===== src/vqa_map.svh =====
// constant map for the available-ring engine
`ifndef VQA_MAP_SVH
`define VQA_MAP_SVH
`define VQA_IDX_W        16
`define VQA_IDX_ONE      16'h0001
`define VQA_IDX_ZERO     16'h0000
`define VQA_MAX_QSIZE    17'h0_8000
`define VQA_DEVID_OFFSET 16'h0FFF
`define VQA_REV_LEGACY   8'h00
`define VQA_REV_MODERN   8'h01
`define VQA_SUBSYS_MIN   16'h0040
`define VQA_WORD_ZERO    32'h0000_0000
`define VQA_FLAG_ON      1'b1
`define VQA_FLAG_OFF     1'b0
`endif


===== src/vqa_pkg.sv =====
// types shared by the available-ring engine
package vqa_pkg;
  typedef struct packed {
    logic [15:0] vendor_id;
    logic [15:0] device_id;
    logic [7:0]  revision_id;
    logic [15:0] subsys_vendor_id;
    logic [15:0] subsys_device_id;
  } vqa_ident_t;

  typedef struct packed {
    logic        valid;
    logic [15:0] slot;
    logic [15:0] idx;
  } vqa_fetch_t;

  typedef enum logic [1:0] {
    VQA_IDLE  = 2'b00,
    VQA_FETCH = 2'b01,
    VQA_WAIT  = 2'b10
  } vqa_state_t;
endpackage


===== src/vqa_ident.sv =====
// pci identification values and little-endian field packing
`timescale 1ns/1ps
`include "vqa_map.svh"
module vqa_ident #(
  parameter logic [15:0] VENDOR_ID    = 16'h5A5A, // arbitrary value
  parameter logic [15:0] SUBSYS_VENDOR = 16'h5A5A, // arbitrary value
  parameter logic [15:0] TYPE_NUM     = 16'h0001,
  parameter bit          LEGACY       = 1'b0
) (
  // identity
  output vqa_pkg::vqa_ident_t ident_out,
  // little-endian image of the id words
  output logic [31:0]         id_word_le_out
);
  import vqa_pkg::*;
  // device id is type number plus fixed offset
  assign ident_out.vendor_id        = VENDOR_ID;
  assign ident_out.device_id        = TYPE_NUM + `VQA_DEVID_OFFSET;
  assign ident_out.revision_id      = LEGACY ? `VQA_REV_LEGACY : `VQA_REV_MODERN;
  assign ident_out.subsys_vendor_id = SUBSYS_VENDOR;
  assign ident_out.subsys_device_id = LEGACY ? TYPE_NUM :
    ((TYPE_NUM < `VQA_SUBSYS_MIN) ? `VQA_SUBSYS_MIN + TYPE_NUM : TYPE_NUM);
  // byte 0 is the low byte of vendor id
  assign id_word_le_out = {ident_out.device_id, ident_out.vendor_id};
endmodule


===== src/vqa_idx_cmp.sv =====
// modulo-65536 distance between two running indices
`timescale 1ns/1ps
module vqa_idx_cmp #(
  parameter int W = 16
) (
  // operands
  input  wire logic [W-1:0] pub_in,
  input  wire logic [W-1:0] seen_in,
  // results
  output logic [W-1:0]      diff_out,
  output logic              pending_out
);
  // subtraction wraps naturally in W bits
  assign diff_out    = W'(pub_in - seen_in);
  assign pending_out = |diff_out;
endmodule


===== src/vqa_avail.sv =====
// available-ring engine: index tracking, fetch issue, interrupts, identity
`timescale 1ns/1ps
`include "vqa_map.svh"
module vqa_avail #(
  parameter int          QSIZE_LOG2    = 8,
  parameter logic [15:0] VENDOR_ID     = 16'h5A5A, // arbitrary value
  parameter logic [15:0] SUBSYS_VENDOR = 16'h5A5A, // arbitrary value
  parameter logic [15:0] TYPE_NUM      = 16'h0001,
  parameter bit          LEGACY        = 1'b0
) (
  // clock and reset
  input  wire logic              clk_in,
  input  wire logic              reset_n_in,
  // driver status and queue setup
  input  wire logic              driver_live_in,
  input  wire logic              device_reset_in,
  input  wire logic              queue_enable_in,
  input  wire logic              event_idx_in,
  // ring state read from host memory
  input  wire logic [15:0]       avail_idx_in,
  input  wire logic              avail_idx_valid_in,
  input  wire logic              avail_no_irq_in,
  input  wire logic [15:0]       used_event_in,
  input  wire logic              notify_in,
  // device-side consumer
  input  wire logic              poll_mode_in,
  input  wire logic              fetch_ready_in,
  input  wire logic              used_done_in,
  input  wire logic [15:0]       used_idx_in,
  input  wire logic              cfg_changed_in,
  input  wire logic              wants_reinit_in,
  // fetch requests
  output vqa_pkg::vqa_fetch_t    fetch_out,
  output logic [15:0]            pending_count_out,
  // used-ring suppression word
  output logic                   used_no_notify_out,
  output logic [15:0]            avail_event_out,
  // interrupts to driver
  output logic                   used_irq_out,
  output logic                   cfg_irq_out,
  // status
  output logic                   queue_live_out,
  output logic                   device_wants_reinit_bit_out,
  output logic                   spurious_notify_out,
  output vqa_pkg::vqa_ident_t    ident_out,
  output logic [31:0]            id_word_le_out
);
  import vqa_pkg::*;

  // ------------------------------------------------------------
  // local signals
  // ------------------------------------------------------------
  localparam logic [15:0] SLOT_MASK = 16'((`VQA_MAX_QSIZE >> (15 - QSIZE_LOG2)) - 17'h1);
  logic [15:0]  pub_idx;
  logic [15:0]  seen_idx;
  logic [15:0]  last_used;
  logic [15:0]  diff;
  logic         pending;
  vqa_state_t   state;
  vqa_state_t   next_state;
  vqa_ident_t   ident_w;
  logic [31:0]  id_word_w;
  logic         used_fire;

  // ------------------------------------------------------------
  // sub-blocks
  // ------------------------------------------------------------
  vqa_idx_cmp #(.W(`VQA_IDX_W)) u_cmp (
    .pub_in      (pub_idx),
    .seen_in     (seen_idx),
    .diff_out    (diff),
    .pending_out (pending)
  );

  vqa_ident #(
    .VENDOR_ID     (VENDOR_ID),
    .SUBSYS_VENDOR (SUBSYS_VENDOR),
    .TYPE_NUM      (TYPE_NUM),
    .LEGACY        (LEGACY)
  ) u_ident (
    .ident_out      (ident_w),
    .id_word_le_out (id_word_w)
  );

  // ------------------------------------------------------------
  // liveness
  // ------------------------------------------------------------
  // queue goes live on driver-live with queue enable and dies on device reset
  // live lags the driver status bits by one cycle
  always_ff @(posedge clk_in or negedge reset_n_in) begin
    if (!reset_n_in) begin
      queue_live_out <= `VQA_FLAG_OFF;
    end else if (device_reset_in) begin
      queue_live_out <= `VQA_FLAG_OFF;
    end else begin
      queue_live_out <= driver_live_in & queue_enable_in;
    end
  end

  // ------------------------------------------------------------
  // published index capture
  // ------------------------------------------------------------
  // only an index at or ahead of seen is accepted; a live queue never rewinds below seen
  // a jump past the queue size would alias ring slots, so it is ignored
  always_ff @(posedge clk_in or negedge reset_n_in) begin
    if (!reset_n_in) begin
      pub_idx <= `VQA_IDX_ZERO;
    end else if (device_reset_in || !queue_live_out) begin
      pub_idx <= `VQA_IDX_ZERO;
    end else if (avail_idx_valid_in &&
                 (16'(avail_idx_in - seen_idx) <= 16'(SLOT_MASK + `VQA_IDX_ONE))) begin
      pub_idx <= avail_idx_in;
    end
  end

  // ------------------------------------------------------------
  // fetch state machine
  // ------------------------------------------------------------
  // issue one slot per accepted request from seen up to published
  always_comb begin
    next_state = state;
    case (state)
      VQA_IDLE: begin
        if (queue_live_out && pending) begin
          next_state = VQA_FETCH;
        end
      end
      VQA_FETCH: begin
        if (!queue_live_out) begin
          next_state = VQA_IDLE;
        end else if (fetch_ready_in) begin
          next_state = VQA_WAIT;
        end
      end
      VQA_WAIT: begin
        next_state = VQA_IDLE;
      end
      default: begin
        next_state = VQA_IDLE;
      end
    endcase
  end

  // state register; a device reset drops any half-issued fetch
  always_ff @(posedge clk_in or negedge reset_n_in) begin
    if (!reset_n_in) begin
      state <= VQA_IDLE;
    end else if (device_reset_in) begin
      state <= VQA_IDLE;
    end else begin
      state <= next_state;
    end
  end

  // last seen index advances with every accepted fetch
  always_ff @(posedge clk_in or negedge reset_n_in) begin
    if (!reset_n_in) begin
      seen_idx <= `VQA_IDX_ZERO;
    end else if (device_reset_in || !queue_live_out) begin
      seen_idx <= `VQA_IDX_ZERO;
    end else if (state == VQA_FETCH && fetch_ready_in) begin
      seen_idx <= 16'(seen_idx + `VQA_IDX_ONE);
    end
  end

  // fetch request presented from a register
  always_ff @(posedge clk_in or negedge reset_n_in) begin
    if (!reset_n_in) begin
      fetch_out <= '0;
    end else if (device_reset_in || next_state != VQA_FETCH) begin
      fetch_out <= '0;
    end else begin
      fetch_out.valid <= `VQA_FLAG_ON;
      fetch_out.slot  <= (state == VQA_FETCH && fetch_ready_in) ?
                         (16'(seen_idx + `VQA_IDX_ONE) & SLOT_MASK) :
                         (seen_idx & SLOT_MASK);
      fetch_out.idx   <= (state == VQA_FETCH && fetch_ready_in) ?
                         16'(seen_idx + `VQA_IDX_ONE) : seen_idx;
    end
  end

  // outstanding entries, wrap-safe
  always_ff @(posedge clk_in or negedge reset_n_in) begin
    if (!reset_n_in) begin
      pending_count_out <= `VQA_IDX_ZERO;
    end else begin
      pending_count_out <= diff;
    end
  end

  // ------------------------------------------------------------
  // notification suppression and spurious notifications
  // ------------------------------------------------------------
  // advise the driver while polling; event index uses the threshold
  always_ff @(posedge clk_in or negedge reset_n_in) begin
    if (!reset_n_in) begin
      used_no_notify_out <= `VQA_FLAG_OFF;
      avail_event_out    <= `VQA_IDX_ZERO;
    end else begin
      used_no_notify_out <= poll_mode_in & ~event_idx_in;
      avail_event_out    <= poll_mode_in ? 16'(pub_idx - `VQA_IDX_ONE) : pub_idx;
    end
  end

  // a notification with nothing new is only flagged, never acted on
  always_ff @(posedge clk_in or negedge reset_n_in) begin
    if (!reset_n_in) begin
      spurious_notify_out <= `VQA_FLAG_OFF;
    end else begin
      spurious_notify_out <= notify_in & ~pending &
                             ~(avail_idx_valid_in && avail_idx_in != pub_idx);
    end
  end

  // ------------------------------------------------------------
  // used-buffer interrupt
  // ------------------------------------------------------------
  // event index: fire when used index steps past the driver threshold
  always_comb begin
    if (event_idx_in) begin
      used_fire = 16'(used_idx_in - used_event_in - `VQA_IDX_ONE) <
                  16'(used_idx_in - last_used);
    end else begin
      used_fire = ~avail_no_irq_in;
    end
  end

  // interrupt pulse and the used index last reported to the driver
  // last_used must follow every return, or the threshold test goes stale
  always_ff @(posedge clk_in or negedge reset_n_in) begin
    if (!reset_n_in) begin
      last_used    <= `VQA_IDX_ZERO;
      used_irq_out <= `VQA_FLAG_OFF;
    end else if (device_reset_in) begin
      last_used    <= `VQA_IDX_ZERO;
      used_irq_out <= `VQA_FLAG_OFF;
    end else begin
      used_irq_out <= used_done_in & queue_live_out & used_fire;
      if (used_done_in) begin
        last_used <= used_idx_in;
      end
    end
  end

  // ------------------------------------------------------------
  // configuration-change interrupt and reinit status
  // ------------------------------------------------------------
  // the status bit is sticky until device reset; setting it pulses the interrupt
  always_ff @(posedge clk_in or negedge reset_n_in) begin
    if (!reset_n_in) begin
      device_wants_reinit_bit_out <= `VQA_FLAG_OFF;
      cfg_irq_out                 <= `VQA_FLAG_OFF;
    end else begin
      if (wants_reinit_in) begin
        device_wants_reinit_bit_out <= `VQA_FLAG_ON; // set wins over reset clear
      end else if (device_reset_in) begin
        device_wants_reinit_bit_out <= `VQA_FLAG_OFF;
      end
      cfg_irq_out <= cfg_changed_in |
                     (wants_reinit_in & ~device_wants_reinit_bit_out);
    end
  end

  // ------------------------------------------------------------
  // identity, registered
  // ------------------------------------------------------------
  // identity is constant; registered so every output comes from a flop
  always_ff @(posedge clk_in or negedge reset_n_in) begin
    if (!reset_n_in) begin
      ident_out      <= '0;
      id_word_le_out <= `VQA_WORD_ZERO;
    end else begin
      ident_out      <= ident_w;
      id_word_le_out <= id_word_w;
    end
  end
endmodule


===== config.mk =====
export PLATFORM = sky130hd
export DESIGN_NAME = vqa_avail
export DESIGN_NICKNAME = d
export VERILOG_FILES = /design/src/vqa_pkg.sv /design/src/vqa_ident.sv /design/src/vqa_idx_cmp.sv /design/src/vqa_avail.sv
export VERILOG_INCLUDE_DIRS = /design/src
export SDC_FILE = /design/constraint.sdc
export NUM_CORES = 1
export LEC_CHECK = 0
export BUFFER_PORTS_ARGS = -buffer_cell sky130_fd_sc_hd__clkbuf_2
export CORE_ASPECT_RATIO = 1.75
export CORE_MARGIN = 2
export CORE_UTILIZATION = 58
export CTS_CLUSTER_DIAMETER = 80
export CTS_CLUSTER_SIZE = 20
export DETAILED_ROUTE_END_ITERATION = 10
export PLACE_DENSITY = 0.87
export SYNTH_ARGS = -nofsm -noshare
export SYNTH_HDL_FRONTEND = slang
export SYNTH_SLANG_ARGS = --single-unit

===== constraint.sdc =====
create_clock -name clk_in -period 6.07 [get_ports clk_in]
set_input_delay 1.5175 -clock clk_in [delete_from_list [all_inputs] [get_ports clk_in]]
set_output_delay 1.5175 -clock clk_in [all_outputs]
set_load 0.005 [all_outputs]

# == After elaboration in Yosys (flattened, before gate mapping) ==
# Index checks and enable logic that the tools add are counted.
# totals
input_bits,62
output_inout_bits,175
ff_bits,125
# op_classes
n_addsub,7
muxes,19
n_reduce_logical,12
n_eq_ne,3
order_cmp,2
n_bitwise,13
# ops
op,n
$mux 16,7
$sub 16x16->16,4
$mux 33,1
$sub 16x1->16 const B,2
$add 16x1->16 const B,1
$le 16x9->1 const B,1
$lt 16x16->1,1
$ne 16x16->1,1
$reduce_or 16->1,1
$mux 2,4
$mux 8,1
$and 1x1->1,7
$reduce_bool 2->1,3
$mux 1,5
$not 1->1,5
$logic_and 1x1->1,4
$pmux 2 s2,1
$eq 2x1->1 const B,1
$logic_not 2->1,1
$logic_or 1x1->1,2
$ne 2x1->1 const B,1
$logic_not 1->1,1
$or 1x1->1,1

# == Logic depth before layout (Yosys ltp) ==
# depth
ltp_word,8
ltp_mapped,19
depth_no_buf,19

# == Modules after synthesis ==
# Synthesis repeated with hierarchy kept, for this count alone.
# unflattened
cells_unflattened,1022
hier_area_um2,10856.7
# by_module_without_submodules
module,area_each_um2,instances,cells_per_inst
vqa_avail,9283.9,1,802
vqa_ident,788.3,1,106
vqa_idx_cmp,784.5,1,114

# == Least setup slack after synthesis ==
# Ideal clock, no wire load.
# synth_timing
path_kind,input port to flip-flop
start,input used_event_in[0]
end,register used_irq_out
setup_time_ns,0.082
cell_stages,18
t_arrival_ns,4.656
n_path_buf,0
required_ns,5.988
slack_ns,1.332
path_cell_list,inv_1 -> ha_1 -> fa_1 -> a21o_1 -> a21oi_1 -> o21bai_1 -> a31o_2 -> a311o_1 -> a31o_2 -> a21o_1 -> xor2_1 -> ha_1 -> nor2b_1 -> o21ai_0 -> o2111ai_1 -> o21ai_0 -> nand4_1 -> a31oi_1
# synth_between
elab_chain_len,6
# synth_rtl
element,line_no,source
from (decl),vqa_avail.sv:23,"input wire logic [15:0] used_event_in,"
$sub 16x16->16,vqa_avail.sv:221,used_fire = 16'(used_idx_in - used_event_in - `VQA_IDX_ONE) <
$sub 16x1->16 (no line),n/a,
$lt 16x16->1,vqa_avail.sv:221,
$mux 1,vqa_avail.sv:220,if (event_idx_in) begin
$and 1x1->1,vqa_avail.sv:238,used_irq_out <= used_done_in & queue_live_out & used_fire;
$mux 1,vqa_avail.sv:234,end else if (device_reset_in) begin
to (signal assigned),vqa_avail.sv:233,used_irq_out <= `VQA_FLAG_OFF;
to (signal assigned),vqa_avail.sv:236,used_irq_out <= `VQA_FLAG_OFF;
to (signal assigned),vqa_avail.sv:238,
to (decl),vqa_avail.sv:39,"output logic used_irq_out,"
# No other way between the ends.
# A chain may end at the register's enable or synchronous reset.

# == Worst setup path after layout ==
# Same ends and word-level chain as after synthesis.

==> results.json <==
{
  "ys.flop_type": "dfrtp_1",
  "placedCellCount": 1243,
  "final_nets": 1216,
  "use_met1_pct": 27.8,
  "clock.fmax_mhz": 211,
  "ys_seq_area_share_pct": 31.0,
  "initial_utilization_pct": 59.3,
  "grt_pass1_vias": 6816,
  "cp_cell_sequence": "clkbuf_2 -> inv_1 -> ha_1 -> fa_1 -> a21o_1 -> a21oi_1 -> o21bai_1 -> a31o_2 -> a311o_1 -> a31o_2 -> a21o_1 -> xor2_1 -> ha_1 -> nor2b_1 -> o21ai_0 -> o2111ai_1 -> o21ai_0 -> nand4_1 -> a31oi_1",
  "ctsHoldBuffers": 0,
  "stdcell_count": 1260,
  "clk_latency_ns": 0.35,
  "placed_cell_area_um2": 8930,
  "p_comb_share_pct": 23.2,
  "synth_top_area_share_pct": 31.0,
  "post-synth-top-area-cell": "dfrtp_1",
  "p_switching_uw": 529,
  "io_pins": 237,
  "use_met3_pct": 3.06,
  "vias": 6944,
  "status": "finished, final reports clean",
  "critPathMaxStageDelay_ns": 0.42,
  "crit_arrival_ns": 5.00,
  "antenna_found_initial": 0,
  "coreArea_um2": 14400,
  "rsz0062_at_grt": "false",
  "die-area_um2": 15800,
  "finalMaxSlewViolations": 0,
  "finalCritPeriodShare_pct": 78.0,
  "fin_setup_tns_ns": 0,
  "ctsRootBufferMaster": "clkbuf_16",
  "h-tree-depth": 3,
  "clock_sinks": 106,
  "drv_cap": 0,
  "cts_buffer_depth": 2,
  "irDropWorstVdd_mv": 0.134,
  "place_hpwl_um": 16600,
  "vias_per_cell": 5.51,
  "endpoint_kind": "flip-flop",
  "die_h_um": 165,
  "switching_share_pct": 31.0,
  "grt_pass1_wl_um": 32300,
  "powerDensity_nw_per_um2": 185,
  "cp_slowest_cell": "fa_1",
  "grt_max_degree": 62,
  "port-buffer-count": 153,
  "wire_per_inst_um": 16.5,
  "cp_max_fo": 3,
  "path_buf_inv": 2,
  "synth-seq-cells": 106,
  "synth_edf_count": 0,
  "grt.total_usage_pct": 26.6,
  "syn_inst": 959,
  "yosysUniqueCellTypes": 64,
  "worstMarginPinSlew_ns": 1.01,
  "detail-route-antenna-nets": 0,
  "die_x_um": 95.9,
  "top_usage_layer": "met2",
  "netlist_area_um2": 8570,
  "layout_min_cycle_time_ns": 4.73,
  "cts_buffers": 9,
  "gp_congestion": 0.973,
  "clk_pin_slew_ns": 0.07,
  "dr.pass1.iters": 5,
  "setup_viol": 0,
  "cts_setup_buffers": 0,
  "leakage_nw": 4.76,
  "power.share.clock_pct": 34.2,
  "drc": 0,
  "cts_tree": "yes",
  "p_int_mw": 1.18,
  "syn_area_per_cell_um2": 8.94,
  "fin_area_um2": 9230,
  "hold_path.class": "reg2reg",
  "synthArstFlopShare_pct": 100,
  "yosysWarnings": 0,
  "area_growth_pct": 7.72,
  "grt.overflow.total": 0,
  "cp_top_family": "compound AO/OA/AOI/OAI gates",
  "cts_resized": 0,
  "initialDrtViolationCount": 335,
  "startpoint_type": "input pin",
  "max-slew-margin-rel_pct": 32.1,
  "drt-total-wl_um": 20800,
  "seqPwrFrac_pct": 42.6,
  "crit_type": "in2reg",
  "grt.met2_usage_pct": 48.4,
  "synthTopCellsByArea": "dfrtp_1 31%, ha_1 11%, buf_4 10%",
  "power_mw": 1.71,
  "hold_viol": 0,
  "num_rows": 58,
  "clock_skew_ns": 0.0126,
  "final_core_util_pct": 63.9,
  "worstPathRequired_ns": 6.34,
  "drive_above_1_share_pct": 17.7
}
==> area by class of cell <==
class	instances	area, µm²
flip-flops and latches	106	2650
fillers	1237	5210
inverters	74	278
repair buffers	157	798
well taps	180	225
clock inverters	7	70.1
diodes	1	2.50
multi-input cells	726	4980
clock buffers	9	225
==> power by group through the flow <==
stage	clock network, mW	logic [mW]	registers [mW]
floorplan	0	0.317	0.741
global placement	0	0.383	0.741
detailed placement	0	0.391	0.742
CTS	0.593	0.393	0.728
global route	0.617	0.449	0.729
finish	0.584	0.396	0.727
==> final timing paths <==
path                             startpoint                  end  slack (ns)  cells after the start
max                        used_event_in[0]         used_irq_out        1.34                     19
min                                state[1]             state[1]        0.50                      1
max reg2reg                      pub_idx[0]             state[0]        2.09                     11
min reg2reg                        state[1]             state[1]        0.50                      1
max in group asynchronous        reset_n_in          seen_idx[1]        3.70                      2
min in group asynchronous        reset_n_in  avail_event_out[12]        1.24                      1
==> synth_stat cells (all sizes together), types with 4 or more instances <==
master,number
nand3,13
buf,124
inv,74
a311oi,6
a31o,5
nor2,64
xnor2,42
and4,5
o211ai,6
dfrtp,106
nand2b,9
a21oi,49
nand2,79
nor2b,8
clkbuf,11
or3,11
ha,77
nor3,33
o31ai,4
o31a,4
xor2,41
o21bai,8
o21ai,23
a211oi,5
nor4,11
mux2i,34
a31oi,10
o21a,12
o211a,4
and3,6
nand4,9
a21o,14
and2,19
==> metrics by stage <==
stage,worst slack [ns],hold WS [ns]
after global placement,1.05,0.470
after floorplan,1.33,0.452
after global routing,1.02,0.535
final,1.34,0.504
after CTS,1.37,0.498
after detailed placement,1.00,0.490
==> layer usage <==
| layer | wire [µm] | vias to the layer above | part of all wire, % |
|---|---|---|---|
| met5 | 0 | - | 0 |
| met4 | 1440 | 0 | 6.9 |
| met3 | 810 | 87 | 3.9 |
| met2 | 11200 | 288 | 54 |
| met1 | 7360 | 3241 | 35 |
| li1 | - | 3328 | - |
==> sequential cells by signal, indices dropped and copies added (netlist names) <==
register and cells:
last_used 16, spurious_notify_out 1, device_wants_reinit_bit_out 1, used_irq_out 1, queue_live_out 1, fetch_out 17
avail_event_out 16, ident_out 1, state 2, seen_idx 16, pub_idx 16, cfg_irq_out 1
pending_count_out 16, used_no_notify_out 1
==> cells by family after synthesis <==
family	share of synthesized area, %
simple gates	15.9
xor+xnor	8.48
buf+inv	14.6
flops	31.0
fa+ha+maj	11.9
mux	3.97
other cells	0.0876
compound gates	14.1
==> cell usage in the layout, fill, tap and decap left out, types with 4 or more instances in the layout <==
master / netlist / final
nand2b_1: 9 / 9
a31oi_1: 9 / 9
nor2b_1: 7 / 6
and2_1: 19 / 19
mux2i_1: 34 / 34
xnor2_1: 42 / 42
conb_1: 2 / 84
nor4_1: 8 / 8
o21bai_1: 8 / 8
buf_4: 119 / 5
and3_1: 6 / 6
ha_1: 77 / 77
clkbuf_16: 0 / 9
o211ai_1: 4 / 4
nand3_1: 13 / 13
nand4_1: 9 / 9
nand2_1: 79 / 79
a21oi_1: 48 / 48
and4_1: 5 / 5
o21a_1: 12 / 12
o21ai_1: 5 / 5
inv_1: 74 / 74
xor2_1: 41 / 41
nor2_1: 64 / 64
a21o_1: 14 / 14
o31a_1: 4 / 4
or3_1: 11 / 11
nor3_1: 33 / 33
o21ai_0: 18 / 18
a311oi_1: 6 / 6
a31o_2: 4 / 4
dfrtp_1: 106 / 106
o211a_1: 4 / 4
a211oi_1: 5 / 5
clkbuf_2: 0 / 152
Power figures use the tool's default switching activity.
